**src/logic/gpio_pkg.sv**
```systemverilog
// Package: register map, field positions and reset values of the parallel port block
package gpio_pkg;
  // ****************************************
  // Register indices
  // ****************************************
  localparam logic [3:0] port_a_latch_off = 4'h0;
  localparam logic [3:0] port_b_latch_off = 4'h1;
  localparam logic [3:0] port_c_latch_off = 4'h2;
  localparam logic [3:0] port_d_latch_off = 4'h3;
  localparam logic [3:0] port_a_direction_off = 4'h4;
  localparam logic [3:0] port_b_direction_off = 4'h5;
  localparam logic [3:0] port_c_direction_clockout_off = 4'h6;
  localparam logic [3:0] port_d_direction_off = 4'h7;
  // ****************************************
  // Field positions and widths
  // ****************************************
  localparam int addr_w = 4;
  localparam int port_w = 8;
  localparam int port_c_w = 6;
  localparam int clock_out_enable_bit = 7;
  localparam int clock_out_pin = 2;
  localparam int chan_sel_w = 5;
  localparam int port_d_chan_base = 8;
  localparam int port_d_chan_pins = 7;
  localparam int timer_clock_pin = 6;
  // ****************************************
  // Reset values
  // ****************************************
  localparam logic [7:0] direction_rst = 8'h00;
  localparam logic [7:0] latch_init = 8'h00;
  localparam logic [7:0] read_rst = 8'h00;
endpackage : gpio_pkg

```
**src/logic/pin_sync.sv**
```systemverilog
// Module: two-stage synchroniser for a bank of pin levels
`timescale 1ns/100ps
`default_nettype none
module pin_sync #(
  parameter int width = 8
) (
  input wire logic core_clk,
  input wire logic rst_n,
  input wire logic [width-1:0] async_in,
  output logic [width-1:0] sync_out
);
  typedef struct packed {
    logic [width-1:0] meta_r;
    logic [width-1:0] sync_r;
  } state_s;
  state_s st_r;
  state_s st_nxt;

  // Elaboration-time guard: a bank needs at least one pin
  if (width < 1)
  begin : g_width_check
    $error("pin_sync width must be positive");
  end

  always_comb
  begin
    st_nxt.meta_r = async_in;
    st_nxt.sync_r = st_r.meta_r;
  end

  always_ff @(posedge core_clk or negedge rst_n)
  begin
    if (!rst_n)
    begin
      st_r <= '0;
    end
    else
    begin
      st_r <= st_nxt;
    end
  end

  assign sync_out = st_r.sync_r;
endmodule : pin_sync
`default_nettype wire

```
**src/logic/chan_decode.sv**
```systemverilog
// Module: decodes converter channel select into per-pin converter-use flags
`timescale 1ns/100ps
`default_nettype none
module chan_decode (
  input wire logic [4:0] converter_channel_select,
  output logic [7:0] port_b_analog,
  output logic [7:0] port_d_analog
);
  // Channels 0..7 sit on port B, 8..14 on port D pins 0..6
  always_comb
  begin
    port_b_analog = '0;
    port_d_analog = '0;
    for (int i = 0; i < 8; i++)
    begin
      if (converter_channel_select == 5'(i))
      begin
        port_b_analog[i] = 1'b1;
      end
    end
    for (int j = 0; j < gpio_pkg::port_d_chan_pins; j++)
    begin
      if (converter_channel_select == 5'(j + gpio_pkg::port_d_chan_base))
      begin
        port_d_analog[j] = 1'b1;
      end
    end
  end
endmodule : chan_decode
`default_nettype wire

```
**src/logic/four_port_parallel_io.sv**
```systemverilog
// Module: four-port parallel I/O with data latches, direction control and clock output
//
// The plain strobed port is this design's own decision.
`timescale 1ns/100ps
`default_nettype none
module four_port_parallel_io (
  input wire logic core_clk,
  input wire logic rst_n,
  input wire logic [3:0] reg_addr,
  input wire logic [7:0] reg_wdata,
  input wire logic reg_wr,
  input wire logic reg_rd,
  output logic [7:0] reg_rdata,
  input wire logic [4:0] converter_channel_select,
  input wire logic [7:0] port_a_in,
  output logic [7:0] port_a_out,
  output logic [7:0] port_a_oe_n,
  input wire logic [7:0] port_b_in,
  output logic [7:0] port_b_out,
  output logic [7:0] port_b_oe_n,
  input wire logic [5:0] port_c_in,
  output logic [5:0] port_c_out,
  output logic [5:0] port_c_oe_n,
  input wire logic [7:0] port_d_in,
  output logic [7:0] port_d_out,
  output logic [7:0] port_d_oe_n,
  output logic clock_out_enable,
  output logic timer_a_external_clock
);
  // ****************************************
  // State
  // ****************************************
  typedef struct packed {
    logic [7:0] port_a_latch_r;
    logic [7:0] port_b_latch_r;
    logic [5:0] port_c_latch_r;
    logic [7:0] port_d_latch_r;
    logic [7:0] port_a_direction_r;
    logic [7:0] port_b_direction_r;
    logic [5:0] port_c_direction_r;
    logic clock_out_enable_r;
    logic [7:0] port_d_direction_r;
    logic [7:0] rdata_r;
    logic [7:0] a_out_r;
    logic [7:0] a_oe_n_r;
    logic [7:0] b_out_r;
    logic [7:0] b_oe_n_r;
    logic [5:0] c_out_r;
    logic [5:0] c_oe_n_r;
    logic [7:0] d_out_r;
    logic [7:0] d_oe_n_r;
  } state_s;

  state_s st_r;
  state_s st_nxt;
  logic [7:0] a_sync;
  logic [7:0] b_sync;
  logic [5:0] c_sync;
  logic [7:0] d_sync;
  logic [7:0] b_analog;
  logic [7:0] d_analog;
  logic [7:0] timer_sync;

  // ****************************************
  // Pin synchronisers and channel decode
  // ****************************************
  pin_sync #(.width(8)) sync_a (.core_clk(core_clk), .rst_n(rst_n), .async_in(port_a_in), .sync_out(a_sync));
  pin_sync #(.width(8)) sync_b (.core_clk(core_clk), .rst_n(rst_n), .async_in(port_b_in), .sync_out(b_sync));
  pin_sync #(.width(6)) sync_c (.core_clk(core_clk), .rst_n(rst_n), .async_in(port_c_in), .sync_out(c_sync));
  pin_sync #(.width(8)) sync_d (.core_clk(core_clk), .rst_n(rst_n), .async_in(port_d_in), .sync_out(d_sync));
  assign timer_sync = d_sync;

  chan_decode decode (
    .converter_channel_select(converter_channel_select),
    .port_b_analog(b_analog),
    .port_d_analog(d_analog)
  );

  // Per-bit read value: latch when output, zero for analog input, else pin level
  function automatic logic [7:0] read_mux(input logic [7:0] latch, input logic [7:0] dir,
                                          input logic [7:0] pins, input logic [7:0] analog);
    logic [7:0] res;
    res = '0;
    for (int i = 0; i < 8; i++)
    begin
      if (dir[i])
      begin
        res[i] = latch[i];
      end
      else if (analog[i])
      begin
        res[i] = 1'b0;
      end
      else
      begin
        res[i] = pins[i];
      end
    end
    return res;
  endfunction : read_mux

  // ****************************************
  // Next-state logic
  // ****************************************
  always_comb
  begin
    st_nxt = st_r;
    if (reg_wr)
    begin
      unique case (reg_addr)
        gpio_pkg::port_a_latch_off: st_nxt.port_a_latch_r = reg_wdata;
        gpio_pkg::port_b_latch_off: st_nxt.port_b_latch_r = reg_wdata;
        gpio_pkg::port_c_latch_off: st_nxt.port_c_latch_r = reg_wdata[5:0];
        gpio_pkg::port_d_latch_off: st_nxt.port_d_latch_r = reg_wdata;
        gpio_pkg::port_a_direction_off: st_nxt.port_a_direction_r = reg_wdata;
        gpio_pkg::port_b_direction_off: st_nxt.port_b_direction_r = reg_wdata;
        gpio_pkg::port_c_direction_clockout_off:
        begin
          st_nxt.port_c_direction_r = reg_wdata[5:0];
          st_nxt.clock_out_enable_r = reg_wdata[gpio_pkg::clock_out_enable_bit];
        end
        gpio_pkg::port_d_direction_off: st_nxt.port_d_direction_r = reg_wdata;
        default: st_nxt.port_a_latch_r = st_r.port_a_latch_r;
      endcase
    end
    // Read data stands only in the cycle after the strobe
    st_nxt.rdata_r = gpio_pkg::read_rst;
    if (reg_rd)
    begin
      unique case (reg_addr)
        gpio_pkg::port_a_latch_off:
          st_nxt.rdata_r = read_mux(st_r.port_a_latch_r, st_r.port_a_direction_r, a_sync, 8'h00);
        gpio_pkg::port_b_latch_off:
          st_nxt.rdata_r = read_mux(st_r.port_b_latch_r, st_r.port_b_direction_r, b_sync, b_analog);
        gpio_pkg::port_c_latch_off:
          st_nxt.rdata_r = read_mux({2'h0, st_r.port_c_latch_r}, {2'h0, st_r.port_c_direction_r},
                                    {2'h0, c_sync}, 8'h00);
        gpio_pkg::port_d_latch_off:
          st_nxt.rdata_r = read_mux(st_r.port_d_latch_r, st_r.port_d_direction_r, d_sync, d_analog);
        gpio_pkg::port_a_direction_off: st_nxt.rdata_r = st_r.port_a_direction_r;
        gpio_pkg::port_b_direction_off: st_nxt.rdata_r = st_r.port_b_direction_r;
        gpio_pkg::port_c_direction_clockout_off:
          st_nxt.rdata_r = {st_r.clock_out_enable_r, 1'b0, st_r.port_c_direction_r};
        gpio_pkg::port_d_direction_off: st_nxt.rdata_r = st_r.port_d_direction_r;
        default: st_nxt.rdata_r = gpio_pkg::read_rst;
      endcase
    end
    // Pin drive follows the registered latch and direction; one cycle of lag keeps outputs glitch-free
    st_nxt.a_out_r = st_r.port_a_latch_r;
    st_nxt.a_oe_n_r = ~st_r.port_a_direction_r;
    st_nxt.b_out_r = st_r.port_b_latch_r;
    st_nxt.b_oe_n_r = ~st_r.port_b_direction_r | b_analog;
    st_nxt.c_out_r = st_r.port_c_latch_r;
    st_nxt.c_oe_n_r = ~st_r.port_c_direction_r;
    if (st_r.clock_out_enable_r)
    begin
      // Clock itself is muxed onto the pin outside, flops cannot carry core_clk
      st_nxt.c_oe_n_r[gpio_pkg::clock_out_pin] = 1'b0;
      st_nxt.c_out_r[gpio_pkg::clock_out_pin] = 1'b0;
    end
    st_nxt.d_out_r = st_r.port_d_latch_r;
    st_nxt.d_oe_n_r = ~st_r.port_d_direction_r | d_analog;
  end

  // ****************************************
  // Registers
  // ****************************************
  // Latches and drive values are left out of the reset branch: reset must not touch them
  always_ff @(posedge core_clk or negedge rst_n)
  begin
    if (!rst_n)
    begin
      st_r.port_a_direction_r <= gpio_pkg::direction_rst;
      st_r.port_b_direction_r <= gpio_pkg::direction_rst;
      st_r.port_c_direction_r <= gpio_pkg::direction_rst[5:0];
      st_r.clock_out_enable_r <= 1'b0;
      st_r.port_d_direction_r <= gpio_pkg::direction_rst;
      st_r.rdata_r <= gpio_pkg::read_rst;
      st_r.a_oe_n_r <= 8'hFF;
      st_r.b_oe_n_r <= 8'hFF;
      st_r.c_oe_n_r <= 6'h3F;
      st_r.d_oe_n_r <= 8'hFF;
    end
    else
    begin
      st_r <= st_nxt;
    end
  end

  // ****************************************
  // Outputs
  // ****************************************
  assign reg_rdata = st_r.rdata_r;
  assign port_a_out = st_r.a_out_r;
  assign port_a_oe_n = st_r.a_oe_n_r;
  assign port_b_out = st_r.b_out_r;
  assign port_b_oe_n = st_r.b_oe_n_r;
  assign port_c_out = st_r.c_out_r;
  assign port_c_oe_n = st_r.c_oe_n_r;
  assign port_d_out = st_r.d_out_r;
  assign port_d_oe_n = st_r.d_oe_n_r;
  assign clock_out_enable = st_r.clock_out_enable_r;
  assign timer_a_external_clock = timer_sync[gpio_pkg::timer_clock_pin];
endmodule : four_port_parallel_io
`default_nettype wire

```
**config.mk**
```make
export PLATFORM = sky130hd
export DESIGN_NAME = four_port_parallel_io
export DESIGN_NICKNAME = d
export VERILOG_FILES = /design/src/logic/gpio_pkg.sv /design/src/logic/pin_sync.sv /design/src/logic/chan_decode.sv /design/src/logic/four_port_parallel_io.sv
export SDC_FILE = /design/constraint.sdc
export NUM_CORES = 1
export LEC_CHECK = 0
export BUFFER_PORTS_ARGS = -buffer_cell sky130_fd_sc_hd__buf_2
export CAP_MARGIN = 20
export CORE_MARGIN = 2
export CORE_UTILIZATION = 25
export DETAILED_ROUTE_END_ITERATION = 12
export SYNTH_ARGS = -nofsm -noshare
export SYNTH_HDL_FRONTEND = slang
export SYNTH_HIERARCHICAL = 1
export SYNTH_SLANG_ARGS = --single-unit
```
**constraint.sdc**
```tcl
create_clock -name core_clk -period 1.3 [get_ports core_clk]
set_input_delay 0.13 -clock core_clk [delete_from_list [all_inputs] [get_ports core_clk]]
set_output_delay 0.13 -clock core_clk [all_outputs]
set_load 0.01 [all_outputs]
```
==> results of run 1 <==
## final cells by class
type / count / share of cell area, %
clock inverter: 11 / 1.67
clock buffer: 21 / 4.86
inverter: 13 / 0.527
multi-input combinational: 191 / 16.3
sequential: 189 / 54.7
timing repair buffer: 230 / 16.8
tap: 378 / 5.11
## how the worst max path moves through the flow
stage / startpoint / endpoint / cells past startpoint / slack, ns
6_report: converter_channel_select[4] / reg_rdata[4]$_DFF_PN0_ / 7 / -0.02
3_5_place_dp: converter_channel_select[4] / reg_rdata[4]$_DFF_PN0_ / 7 / -0.31
5_1_grt: st_r[93]$_DFFE_PN0P_ / reg_rdata[2]$_DFF_PN0_ / 4 / -0.04
4_1_cts: st_r[85]$_DFFE_PN0P_ / reg_rdata[2]$_DFF_PN0_ / 4 / 0.005
2_1_floorplan: reg_addr[1] / st_nxt[52]$_DFFE_PP_ / 3 / -0.01
3_3_place_gp: reg_addr[2] / st_r[77]$_DFFE_PN0P_ / 6 / -0.29
## cell families after synthesis
| family | synth area share [%] |
|---|---|
| and+or+nand+nor | 7.53 |
| muxes | 8.09 |
| other | 0.0526 |
| AOI/OAI and AO/OA | 4.67 |
| DFF | 71.1 |
| buffers and inverters | 8.57 |
## worst reg2reg max path, cell delays in order, from the launching register on
cell                       delay, ns
sky130_fd_sc_hd__dfrtp_1        0.41
sky130_fd_sc_hd__nor3b_2        0.17
sky130_fd_sc_hd__a21oi_1        0.07
sky130_fd_sc_hd__a2111o_1       0.37
sky130_fd_sc_hd__a31oi_1        0.19
## flip-flops by register name (all words and copies together), names as in the netlist
register	cells
reg_rdata	8
sync_d/st_nxt	8
sync_b/sync_out	8
sync_c/sync_out	6
sync_d/sync_out	8
port_d_oe_n	8
port_a_out	8
st_nxt	29
port_c_oe_n	6
port_d_out	8
sync_a/st_nxt	8
port_b_oe_n	8
clock_out_enable	1
sync_a/sync_out	8
sync_b/st_nxt	8
port_c_out	6
st_r	31
port_a_oe_n	8
sync_c/st_nxt	6
port_b_out	8
## power by group through the flow
stage	Clock [mW]	Combinational [mW]	Sequential, mW
2_1_floorplan	0	1.18	7.26
3_3_place_gp	0	1.73	7.35
3_5_place_dp	0	1.75	7.36
4_1_cts	5.52	1.87	7.25
5_1_grt	5.79	2.07	7.32
6_report	5.38	1.91	7.25
## placed cells by master (no fill, tap or decap), drive strengths merged, types with 5 or more instances in the layout
cell type / instances
edfxtp: 60
nand2: 11
mux2i: 7
a31oi: 7
nor3: 5
nor3b: 14
nor4: 5
nand2b: 20
nor2: 23
mux2: 39
a21oi: 15
dlygate4sd3: 39
dfstp: 30
nor2b: 5
clkbuf: 21
buf: 191
dfrtp: 99
o22a: 6
inv: 18
## timing repair
item	4_1_cts	5_1_grt
hold endpoints to repair	140	0
resized for setup	0	8
pin swaps	0	10
hold buffers	39	0
setup buffers	1	4
endpoints found under the setup margin	1	5
## through the flow
stage / worst slack (ns) / hold slack, ns / util [%] / setup TNS [ns] / power [mW]
floorplan: -0.0121 / -0.166 / - / -0.0969 / 8.44
global placement: -0.289 / -0.0572 / 29.3 / -10.37 / 9.09
detailed placement: -0.307 / -0.0596 / 29.3 / -10.72 / 9.11
CTS: 0.00529 / 0.0431 / 32.9 / 0 / 14.6
global route: -0.0387 / 0.0615 / 33.2 / -0.106 / 15.2
finish: -0.0175 / 0.0691 / 33.2 / -0.0175 / 14.5
## layer usage
metal  GRT usage [%]  vias up  wire (µm)
met2            19.4      133       8590
met5               0        -          0
met3            4.35       13       1180
met1            16.7     2126       8390
li1                -     1939          -
met4            3.43        0        171
==> flow_metrics.env, run 1 <==
export IMPL_final_setup_skew_ns=0.0109
export IMPL_synthesized_nets=521
export IMPL_ys_async_sr_fraction_pct=68.3
export IMPL_grt_setup_unrepaired="yes"
export IMPL_detail_route_drc_violations=0
export IMPL_ff2ff_setup_slack_ns=0.01
export IMPL_worstHoldPathType="in -> async"
export IMPL_drt_initial_drc_count=337
export IMPL_route_final_wire_length_um=18300
export IMPL_max_buffers_root_to_sink=2
export IMPL_critPathArrivalTime_ns=1.62
export IMPL_synth_largest_area_cell="sky130_fd_sc_hd__dfrtp_1"
export IMPL_switching_share_pct=24.6
export IMPL_critical_path_top_delay_family="simple AND/OR/NAND/NOR gates"
export IMPL_die_height_um=173
export IMPL_place_hpwl_um=13700
export IMPL_power_switching_mw=3.58
export IMPL_p_leak_nw=3.90
export IMPL_grt_start_max_net_pins=69
export IMPL_seqPwrFrac_pct=49.9
export IMPL_critPathRequiredTime_ns=1.60
export IMPL_final_layout_size_suffix_gt1_share_pct=46.7
export IMPL_synth_top_flop_cell="sky130_fd_sc_hd__dfrtp_1"
export IMPL_worst_setup_path_end_kind="flip-flop"
export IMPL_core_rowCount=61
export IMPL_max_vdd_ir_drop_mv=0.905
export IMPL_register_area_mm2=0.00507
export IMPL_intPower_mw=11.0
export IMPL_place_port_buffers=120
export IMPL_synth_area_mm2=0.00713
export IMPL_setup_violations=1
export IMPL_number_of_global_route_vias_before_repair=4344
export IMPL_insertion_delay_ns=0.43
export IMPL_failing_checks="negative setup slack"
export IMPL_maxCapViolCount=0
export IMPL_fin_nets=693
export IMPL_synth_ff_latch_count=189
export IMPL_synth_most_common_cell="sky130_fd_sc_hd__dfrtp_1"
export IMPL_cell_total_after_placement=957
export IMPL_postLayoutSetupSlackWorst_ns=-0.0175
export IMPL_hold_viol_final=0
export IMPL_boundaryPins=121
export IMPL_global_route_total_overflow=0
export IMPL_postSynthCellCount=470
export IMPL_cts_buffers=17
export IMPL_tritoncts="done"
export IMPL_synthTopCellsByArea="sky130_fd_sc_hd__dfrtp_1 (35%), sky130_fd_sc_hd__edfxtp_1 (25%), sky130_fd_sc_hd__dfstp_2 (11%)"
export IMPL_final_cell_area_mm2=0.00926
export IMPL_synth_edff_count=60
export IMPL_crit_reg2reg_capture="reg_rdata[4]$_DFF_PN0_"
export IMPL_path_cells="buf_2, or3b_1, nor3_1, nor3b_2, a21oi_1, a2111o_1, a31oi_1"
export IMPL_crit_slowest_cell="sky130_fd_sc_hd__or3b_1"
export IMPL_area_of_the_core_region_mm2=0.0279
export IMPL_avgSynthCellArea_um2=15.2
export IMPL_routed_via_count=4211
export IMPL_synthDominantCellAreaShare_pct=34.8
export IMPL_depth_of_the_most_critical_reg_to_reg_path=4
export IMPL_power_per_cell_area_mw_per_mm2=1570
export IMPL_place_area_mm2=0.00819
export IMPL_comb_power_share_pct=13.1
export IMPL_clock_tree_root_cell="sky130_fd_sc_hd__clkbuf_16"
export IMPL_synth_cell_type_count=44
export IMPL_power_clock_fraction_pct=37.0
export IMPL_initial_core_util_pct=25.5
export IMPL_grt_antenna_before_repair=0
export IMPL_drt_first_pass_iters=5
export IMPL_final_min_clock_period_ns=1.32
export IMPL_max_stage_delay_ns=0.51
export IMPL_dieArea_mm2=0.0299
export IMPL_globalRouteTotalUtil_pct=12.5
export IMPL_detail_route_vias_per_cell=4.08
export IMPL_place_congestion=0.876
export IMPL_worstPathBufferInverterCount=1
export IMPL_final_period_utilization_pct=101
export IMPL_htreeDepth=4
export IMPL_synth_sequential_area_ratio_pct=71.1
export IMPL_kind_of_start_point_of_the_critical_path="primary input"
export IMPL_post_drt_wl_per_cell_um=17.7
export IMPL_r2r_start="st_r[87]$_DFFE_PN0P_"
export IMPL_drt_antenna_violating_nets=0
export IMPL_critical_path_max_fanout=4
export IMPL_synth_top_cells_by_count="sky130_fd_sc_hd__dfrtp_1 (99), sky130_fd_sc_hd__buf_4 (70), sky130_fd_sc_hd__edfxtp_1 (60), sky130_fd_sc_hd__mux2_2 (39), sky130_fd_sc_hd__dfstp_2 (30)"
export IMPL_first_pass_grt_wire_length_um=27300
export IMPL_clk_pin_slew_worst_paths_ns=0.06
export IMPL_run_status="finished with violations"
export IMPL_multi_input_comb_area_mm2=0.00151
export IMPL_flow_area_growth_from_synthesis_pct=29.9
export IMPL_maxClockFrequency_ghz=0.759
export IMPL_maxSlewViolCount=0
export IMPL_n_fill_cell=2845
export IMPL_synth_yosys_warnings=6
export IMPL_layout_cells_non_filler=1033
export IMPL_cts_sinks=189
export IMPL_diodes=0
export IMPL_crit_type="in -> reg"
export IMPL_fp_dieW_um=173
Note: power is estimated with default switching activity, not from simulation.
==> run 2, diff against run 1 <==
CORE_ASPECT_RATIO = 1.1   (was not set)
==> run 2 against run 1 <==
Compared with the run above:
- the run now ends clean
- register-to-register slack gained 0.02 ns
- fmax grew 3.6%
- sequential power is essentially flat
- flip-flop and latch count is the same
- highest routed layer unchanged
- power shrank 2.3%
- critical path depth shrank 4
==> flow_metrics.env, run 2 (synthesis gave the netlist of run 1 again) <==
export IMPL_clock_tree_root_cell="sky130_fd_sc_hd__clkbuf_16"
export IMPL_power_clock_fraction_pct=35.4
export IMPL_fp_dieW_um=165
export IMPL_worstHoldPathType="in -> reg"
export IMPL_seqPwrFrac_pct=51.1
export IMPL_layout_common_cells="sky130_fd_sc_hd__buf_2 (119), sky130_fd_sc_hd__dfrtp_1 (98), sky130_fd_sc_hd__buf_4 (82), sky130_fd_sc_hd__edfxtp_1 (60)"
export IMPL_intPower_mw=10.5
export IMPL_final_min_clock_period_ns=1.27
export IMPL_max_buffers_root_to_sink=2
export IMPL_largest_register_ff_count=31
export IMPL_switching_share_pct=25.9
export IMPL_setup_violations=0
export IMPL_critPathRequiredTime_ns=1.60
export IMPL_path_cells="mux2_4, a222oi_1, a31oi_1"
export IMPL_initial_core_util_pct=25.5
export IMPL_dieArea_mm2=0.0299
export IMPL_run_status="finished clean"
export IMPL_kind_of_start_point_of_the_critical_path="flip-flop"
export IMPL_layout_cells_most_common="sky130_fd_sc_hd__buf_2"
export IMPL_number_of_global_route_vias_before_repair=4514
export IMPL_worst_setup_path_end_kind="flip-flop"
export IMPL_route_top_layer_used="met4"
export IMPL_crit_type="reg -> reg"
export IMPL_boundaryPins=121
export IMPL_hold_viol_final=0
export IMPL_grt_antenna_before_repair=2
export IMPL_routed_via_count=4232
export IMPL_area_of_the_core_region_mm2=0.0279
export IMPL_power_per_cell_area_mw_per_mm2=1520
export IMPL_final_setup_skew_ns=0.00698
export IMPL_critPathArrivalTime_ns=1.57
export IMPL_route_final_wire_length_um=18600
export IMPL_detail_route_vias_per_cell=4.10
export IMPL_final_period_utilization_pct=97.9
export IMPL_cts_buffers=17
export IMPL_fin_setup_tns_ns=0
export IMPL_die_height_um=181
export IMPL_max_stage_delay_ns=0.40
export IMPL_detail_route_drc_violations=0
export IMPL_n_fill_cell=2713
export IMPL_maxSlewViolCount=0
export IMPL_p_leak_nw=3.93
export IMPL_place_area_mm2=0.00829
export IMPL_post_drt_wl_per_cell_um=18.0
export IMPL_cts_sinks=189
export IMPL_globalRouteTotalUtil_pct=12.9
export IMPL_totalPowerFinal_mw=14.2
export IMPL_critical_path_max_fanout=2
export IMPL_comb_power_share_pct=13.5
export IMPL_fin_hold_ws_ns=0.00513
export IMPL_register_area_mm2=0.00507
export IMPL_place_port_buffers=120
export IMPL_met2_wirelength_um=8890
export IMPL_htreeDepth=4
export IMPL_global_route_total_overflow=0
export IMPL_layout_cells_non_filler=1032
export IMPL_met3_length_um=940
export IMPL_drt_first_pass_iters=4
export IMPL_insertion_delay_ns=0.44
export IMPL_postLayoutSetupSlackWorst_ns=0.0277
export IMPL_postLayoutCoreUtil_pct=33.3
export IMPL_crit_slowest_cell="sky130_fd_sc_hd__dfrtp_1"
export IMPL_grt_start_max_net_pins=40
export IMPL_clk_pin_slew_worst_paths_ns=0.07
export IMPL_flow_area_growth_from_synthesis_pct=30.7
export IMPL_cell_total_after_placement=957
export IMPL_max_vdd_ir_drop_mv=0.857
export IMPL_maxCapViolCount=0
export IMPL_drt_antenna_violating_nets=0
export IMPL_placement_setup_worst_slack_ns=-0.324
export IMPL_core_rowCount=64
export IMPL_maxClockFrequency_ghz=0.786
export IMPL_final_layout_size_suffix_gt1_share_pct=48.9
export IMPL_fin_nets=704
export IMPL_place_hpwl_um=14000
export IMPL_drt_initial_drc_count=282
export IMPL_final_cell_area_mm2=0.00932
export IMPL_route_layer_met1_wl_um=8480
export IMPL_multi_input_comb_area_mm2=0.00154
export IMPL_first_pass_grt_wire_length_um=27800
export IMPL_grt_setup_unrepaired="yes"
export IMPL_power_switching_mw=3.68
export IMPL_registers_top_by_ff_count="st_r"
export IMPL_tritoncts="done"
export IMPL_place_congestion=0.882
-- run 2: power groups by stage --
| stage | sequential [mW] | clock, mW | combinational [mW] |
|---|---|---|---|
| floorplan | 7.26 | 0 | 1.18 |
| global placement | 7.37 | 0 | 1.77 |
| detailed placement | 7.37 | 0 | 1.79 |
| CTS | 7.26 | 5.13 | 1.90 |
| global route | 7.34 | 5.42 | 2.10 |
| finish | 7.27 | 5.03 | 1.91 |
-- run 2: final cells by class --
cell class | instances | area share (%)
antenna | 3 | 0.0806
clock buffer | 20 | 5.02
clock inverter | 12 | 1.10
inverter | 13 | 0.524
multi-input combinational | 191 | 16.5
sequential | 189 | 54.4
tap | 363 | 4.87
timing repair buffer | 241 | 17.5
-- run 2: per-layer routing --
layer	up-vias	GRT usage, %
met3	20	3.31
met4	0	4.35
met1	2130	17.1
li1	1965	-
met2	117	20.6
met5	-	0
-- run 2: critical path, delay by kind of cell, from the launching register on --
kind           cells  cell delay, ns
flip-flops         1            0.40
AO/OA/AOI/OAI      2            0.43
multiplexers       1            0.32
-- run 2: what timing repair did --
action                                  in CTS  in global routing
hold buffers                                37                  0
gates resized for setup                      0                 13
setup buffers                                1                  2
pin swaps                                    0                  9
endpoints found under the hold margin       93                  0
endpoints found under the setup margin       1                  7
-- run 2: worst paths after layout --
check / startpoint / slack [ns] / cells past startpoint / to
hold reg to reg: sync_c/st_nxt[5]$_DFF_PN0_ / 0.35 / 0 / sync_c/sync_out[5]$_DFF_PN0_
setup / recovery: st_r[96]$_DFFE_PN0P_ / 0.03 / 3 / reg_rdata[5]$_DFF_PN0_
min in group asynchronous: rst_n / 0.09 / 2 / reg_rdata[1]$_DFF_PN0_
max in group asynchronous: rst_n / 0.31 / 5 / port_d_oe_n[3]$_DFF_PN1_
setup reg to reg: st_r[96]$_DFFE_PN0P_ / 0.03 / 3 / reg_rdata[5]$_DFF_PN0_
hold / removal: reg_wdata[2] / 0.005 / 1 / st_nxt[10]$_DFFE_PP_
==> run 3, diff against run 2 <==
RECOVER_POWER = 50   (was not set)
SYNTH_HIERARCHICAL = not set   (was 1)
==> run 3 against run 2 <==
Compared with the run above:
- the flow now finishes with violations (negative setup slack)
- cell count rose by 2.0%
- critical path type unchanged
- register-to-register slack worse by 0.22 ns
- non-clock buffer count increased by 3
- sequential power down 1%
- critical endpoint is now reg_rdata[0]$_DFF_PN0_
- first-iteration DRC count decreased by 2.5%
- largest cell class unchanged
==> flow_metrics.env, run 3 <==
export IMPL_run_status="finished with violations"
export IMPL_failing_checks="negative setup slack"
export IMPL_maxClockFrequency_ghz=0.671
export IMPL_place_area_mm2=0.00849
export IMPL_grt_setup_unrepaired="yes"
export IMPL_core_rowCount=65
export IMPL_final_min_clock_period_ns=1.49
export IMPL_layout_cells_most_common="sky130_fd_sc_hd__buf_2"
export IMPL_detail_route_drc_violations=0
export IMPL_postLayoutCoreUtil_pct=33.1
export IMPL_worst_hold_path_endpoint="port_b_oe_n[6]$_DFF_PN1_"
export IMPL_final_period_utilization_pct=115
export IMPL_synth_sequential_area_ratio_pct=70.0
export IMPL_maxSlewHeadroom_pct=49.8
export IMPL_drt_antenna_violating_nets=0
export IMPL_final_cell_area_mm2=0.00949
export IMPL_final_setup_skew_ns=0.00951
export IMPL_synth_cell_type_count=56
export IMPL_synth_largest_area_cell="sky130_fd_sc_hd__dfrtp_1"
export IMPL_synth_top_cells_by_count="sky130_fd_sc_hd__dfrtp_1 (99), sky130_fd_sc_hd__buf_4 (70), sky130_fd_sc_hd__edfxtp_1 (60), sky130_fd_sc_hd__nand2_1 (40), sky130_fd_sc_hd__mux2_1 (34)"
export IMPL_max_buffers_root_to_sink=2
export IMPL_synth_ff_latch_count=189
export IMPL_worst_pin_slew_ns=0.754
export IMPL_critPathArrivalTime_ns=1.80
export IMPL_critical_path_max_fanout=2
export IMPL_synthTopCellsByArea="sky130_fd_sc_hd__dfrtp_1 (34%), sky130_fd_sc_hd__edfxtp_1 (25%), sky130_fd_sc_hd__dfstp_2 (11%)"
export IMPL_dieArea_mm2=0.0303
export IMPL_area_of_the_core_region_mm2=0.0286
export IMPL_grt_start_max_net_pins=59
export IMPL_die_height_um=183
export IMPL_drt_first_pass_iters=4
export IMPL_htreeDepth=4
export IMPL_r2r_start="st_r[91]$_DFFE_PN0P_"
export IMPL_place_port_buffers=120
export IMPL_hold_viol_final=0
export IMPL_depth_of_the_most_critical_reg_to_reg_path=6
export IMPL_synth_edff_count=60
export IMPL_synth_most_common_cell="sky130_fd_sc_hd__dfrtp_1"
export IMPL_synthDominantCellAreaShare_pct=34.2
export IMPL_ys_async_sr_fraction_pct=68.3
export IMPL_synth_top_flop_cell="sky130_fd_sc_hd__dfrtp_1"
export IMPL_routed_via_count=4395
export IMPL_grt_antenna_before_repair=1
export IMPL_cts_sinks=189
export IMPL_registers_top_by_ff_count="st_r"
export IMPL_fp_dieW_um=166
export IMPL_cts_buffers=17
export IMPL_power_per_cell_area_mw_per_mm2=1510
export IMPL_crit_reg2reg_capture="reg_rdata[0]$_DFF_PN0_"
export IMPL_crit_type="reg -> reg"
export IMPL_maxCapViolCount=0
export IMPL_flow_area_growth_from_synthesis_pct=31.0
export IMPL_final_layout_size_suffix_gt1_share_pct=42.8
export IMPL_worstHoldPathType="in -> reg"
export IMPL_clk_pin_slew_worst_paths_ns=0.07
export IMPL_globalRouteTotalUtil_pct=12.7
export IMPL_tritoncts="done"
export IMPL_first_pass_grt_wire_length_um=28400
export IMPL_maxSlewViolCount=0
export IMPL_postLayoutSetupSlackWorst_ns=-0.190
export IMPL_diodes=0
export IMPL_global_route_total_overflow=0
export IMPL_hold_start="converter_channel_select[3]"
export IMPL_initial_core_util_pct=25.3
export IMPL_synth_area_mm2=0.00724
export IMPL_number_of_global_route_vias_before_repair=4681
export IMPL_layout_common_cells="sky130_fd_sc_hd__buf_2 (110), sky130_fd_sc_hd__dfrtp_1 (98), sky130_fd_sc_hd__buf_4 (71), sky130_fd_sc_hd__edfxtp_1 (60), sky130_fd_sc_hd__nand2_1 (38)"
export IMPL_insertion_delay_ns=0.42
export IMPL_detail_route_vias_per_cell=4.17
export IMPL_kind_of_start_point_of_the_critical_path="flip-flop"
export IMPL_largest_register_ff_count=31
export IMPL_worst_setup_path_end_kind="flip-flop"
export IMPL_synth_yosys_warnings=0
export IMPL_critPathRequiredTime_ns=1.61
export IMPL_max_vdd_ir_drop_mv=0.748
export IMPL_fin_nets=723
export IMPL_place_congestion=0.851
export IMPL_setup_violations=7
export IMPL_min_delay_path_depth=4
export IMPL_avgSynthCellArea_um2=14.7
export IMPL_route_final_wire_length_um=18800
export IMPL_n_fill_cell=2881
export IMPL_place_hpwl_um=14100
export IMPL_postSynthCellCount=491
export IMPL_synthesized_nets=542
export IMPL_post_drt_wl_per_cell_um=17.9
export IMPL_p_leak_nw=3.99
export IMPL_drt_initial_drc_count=275
export IMPL_boundaryPins=121
export IMPL_clock_tree_root_cell="sky130_fd_sc_hd__clkbuf_16"
export IMPL_ff2ff_setup_slack_ns=-0.19
run 3: per-stage QoR:
stage                     instances  setup WS (ns)  hold WS [ns]  TNS, ns  power (mW)
after global routing           1053         -0.247        0.0664    -1.93        15.0
after detailed placement        980         -0.462         0.203   -17.10        9.29
after global placement          980         -0.443         0.207   -15.69        9.27
after CTS                      1053         -0.185       0.00745   -0.266        14.5
final                          1053         -0.190        0.0623   -0.656        14.3
after floorplan                 491         -0.165        -0.166    -5.23        8.44
run 3: cell families (layout without fill, tap and decap cells):
family                 after synthesis  in the layout  synth area share (%)
AO/OA/AOI/OAI                       54             54                  5.68
buffers and inverters              104            298                  9.28
flip-flops                         189            189                  70.0
multiplexers                        52             52                  8.14
AND/OR/NAND/NOR                     92             92                  6.93
run 3: layer usage:
metal | part of all wire (%) | up-vias | GRT usage, %
met5 | 0.064 | - | 0
met4 | 0.51 | 2 | 3.17
met3 | 4.5 | 8 | 2.91
met2 | 51 | 114 | 21.6
met1 | 44 | 2249 | 16.5
li1 | - | 2022 | -
run 3: what timing repair did:
item / in CTS / in global routing
endpoints found under the setup margin: 5 / 14
hold buffers: 34 / 0
resized for setup: 14 / 10
setup buffers: 7 / 0
pin swaps: 8 / 4
hold endpoints to repair: 124 / 0
run 3: where the power goes:
group          internal [mW]  switching (mW)  total, mW
combinational           1.06            1.06       2.13
sequential              6.88           0.322       7.20
clock                   2.71            2.29       4.99
total                   10.7            3.67       14.3
run 3: final cells by class:
class	count	area, µm²	area share [%]
sequential	189	5070	53.4
timing repair buffer	244	1630	17.2
tap	368	460	4.85
multi-input combinational	198	1680	17.7
inverter	22	82.6	0.870
clock buffer	22	487	5.13
clock inverter	10	77.6	0.818
run 3: worst max-delay path by stage:
stage                         startpoint                endpoint  slack [ns]  cells after the start
floorplan                    reg_addr[1]    st_nxt[36]$_DFFE_PP_       -0.16                      4
global placement             reg_addr[0]  reg_rdata[0]$_DFF_PN0_       -0.44                      7
detailed placement           reg_addr[1]  reg_rdata[0]$_DFF_PN0_       -0.46                      7
CTS                 st_r[91]$_DFFE_PN0P_  reg_rdata[0]$_DFF_PN0_       -0.19                      6
global route        st_r[77]$_DFFE_PN0P_  reg_rdata[0]$_DFF_PN0_       -0.25                      6
finish              st_r[91]$_DFFE_PN0P_  reg_rdata[0]$_DFF_PN0_       -0.19                      6
run 3: worst max-delay path, cell delays in order (launching register included):
cell	delay (ns)
sky130_fd_sc_hd__dfrtp_1	0.39
sky130_fd_sc_hd__buf_6	0.13
sky130_fd_sc_hd__mux2i_4	0.17
sky130_fd_sc_hd__nor3b_2	0.08
sky130_fd_sc_hd__a2111oi_2	0.38
sky130_fd_sc_hd__buf_4	0.18
sky130_fd_sc_hd__a21oi_2	0.04
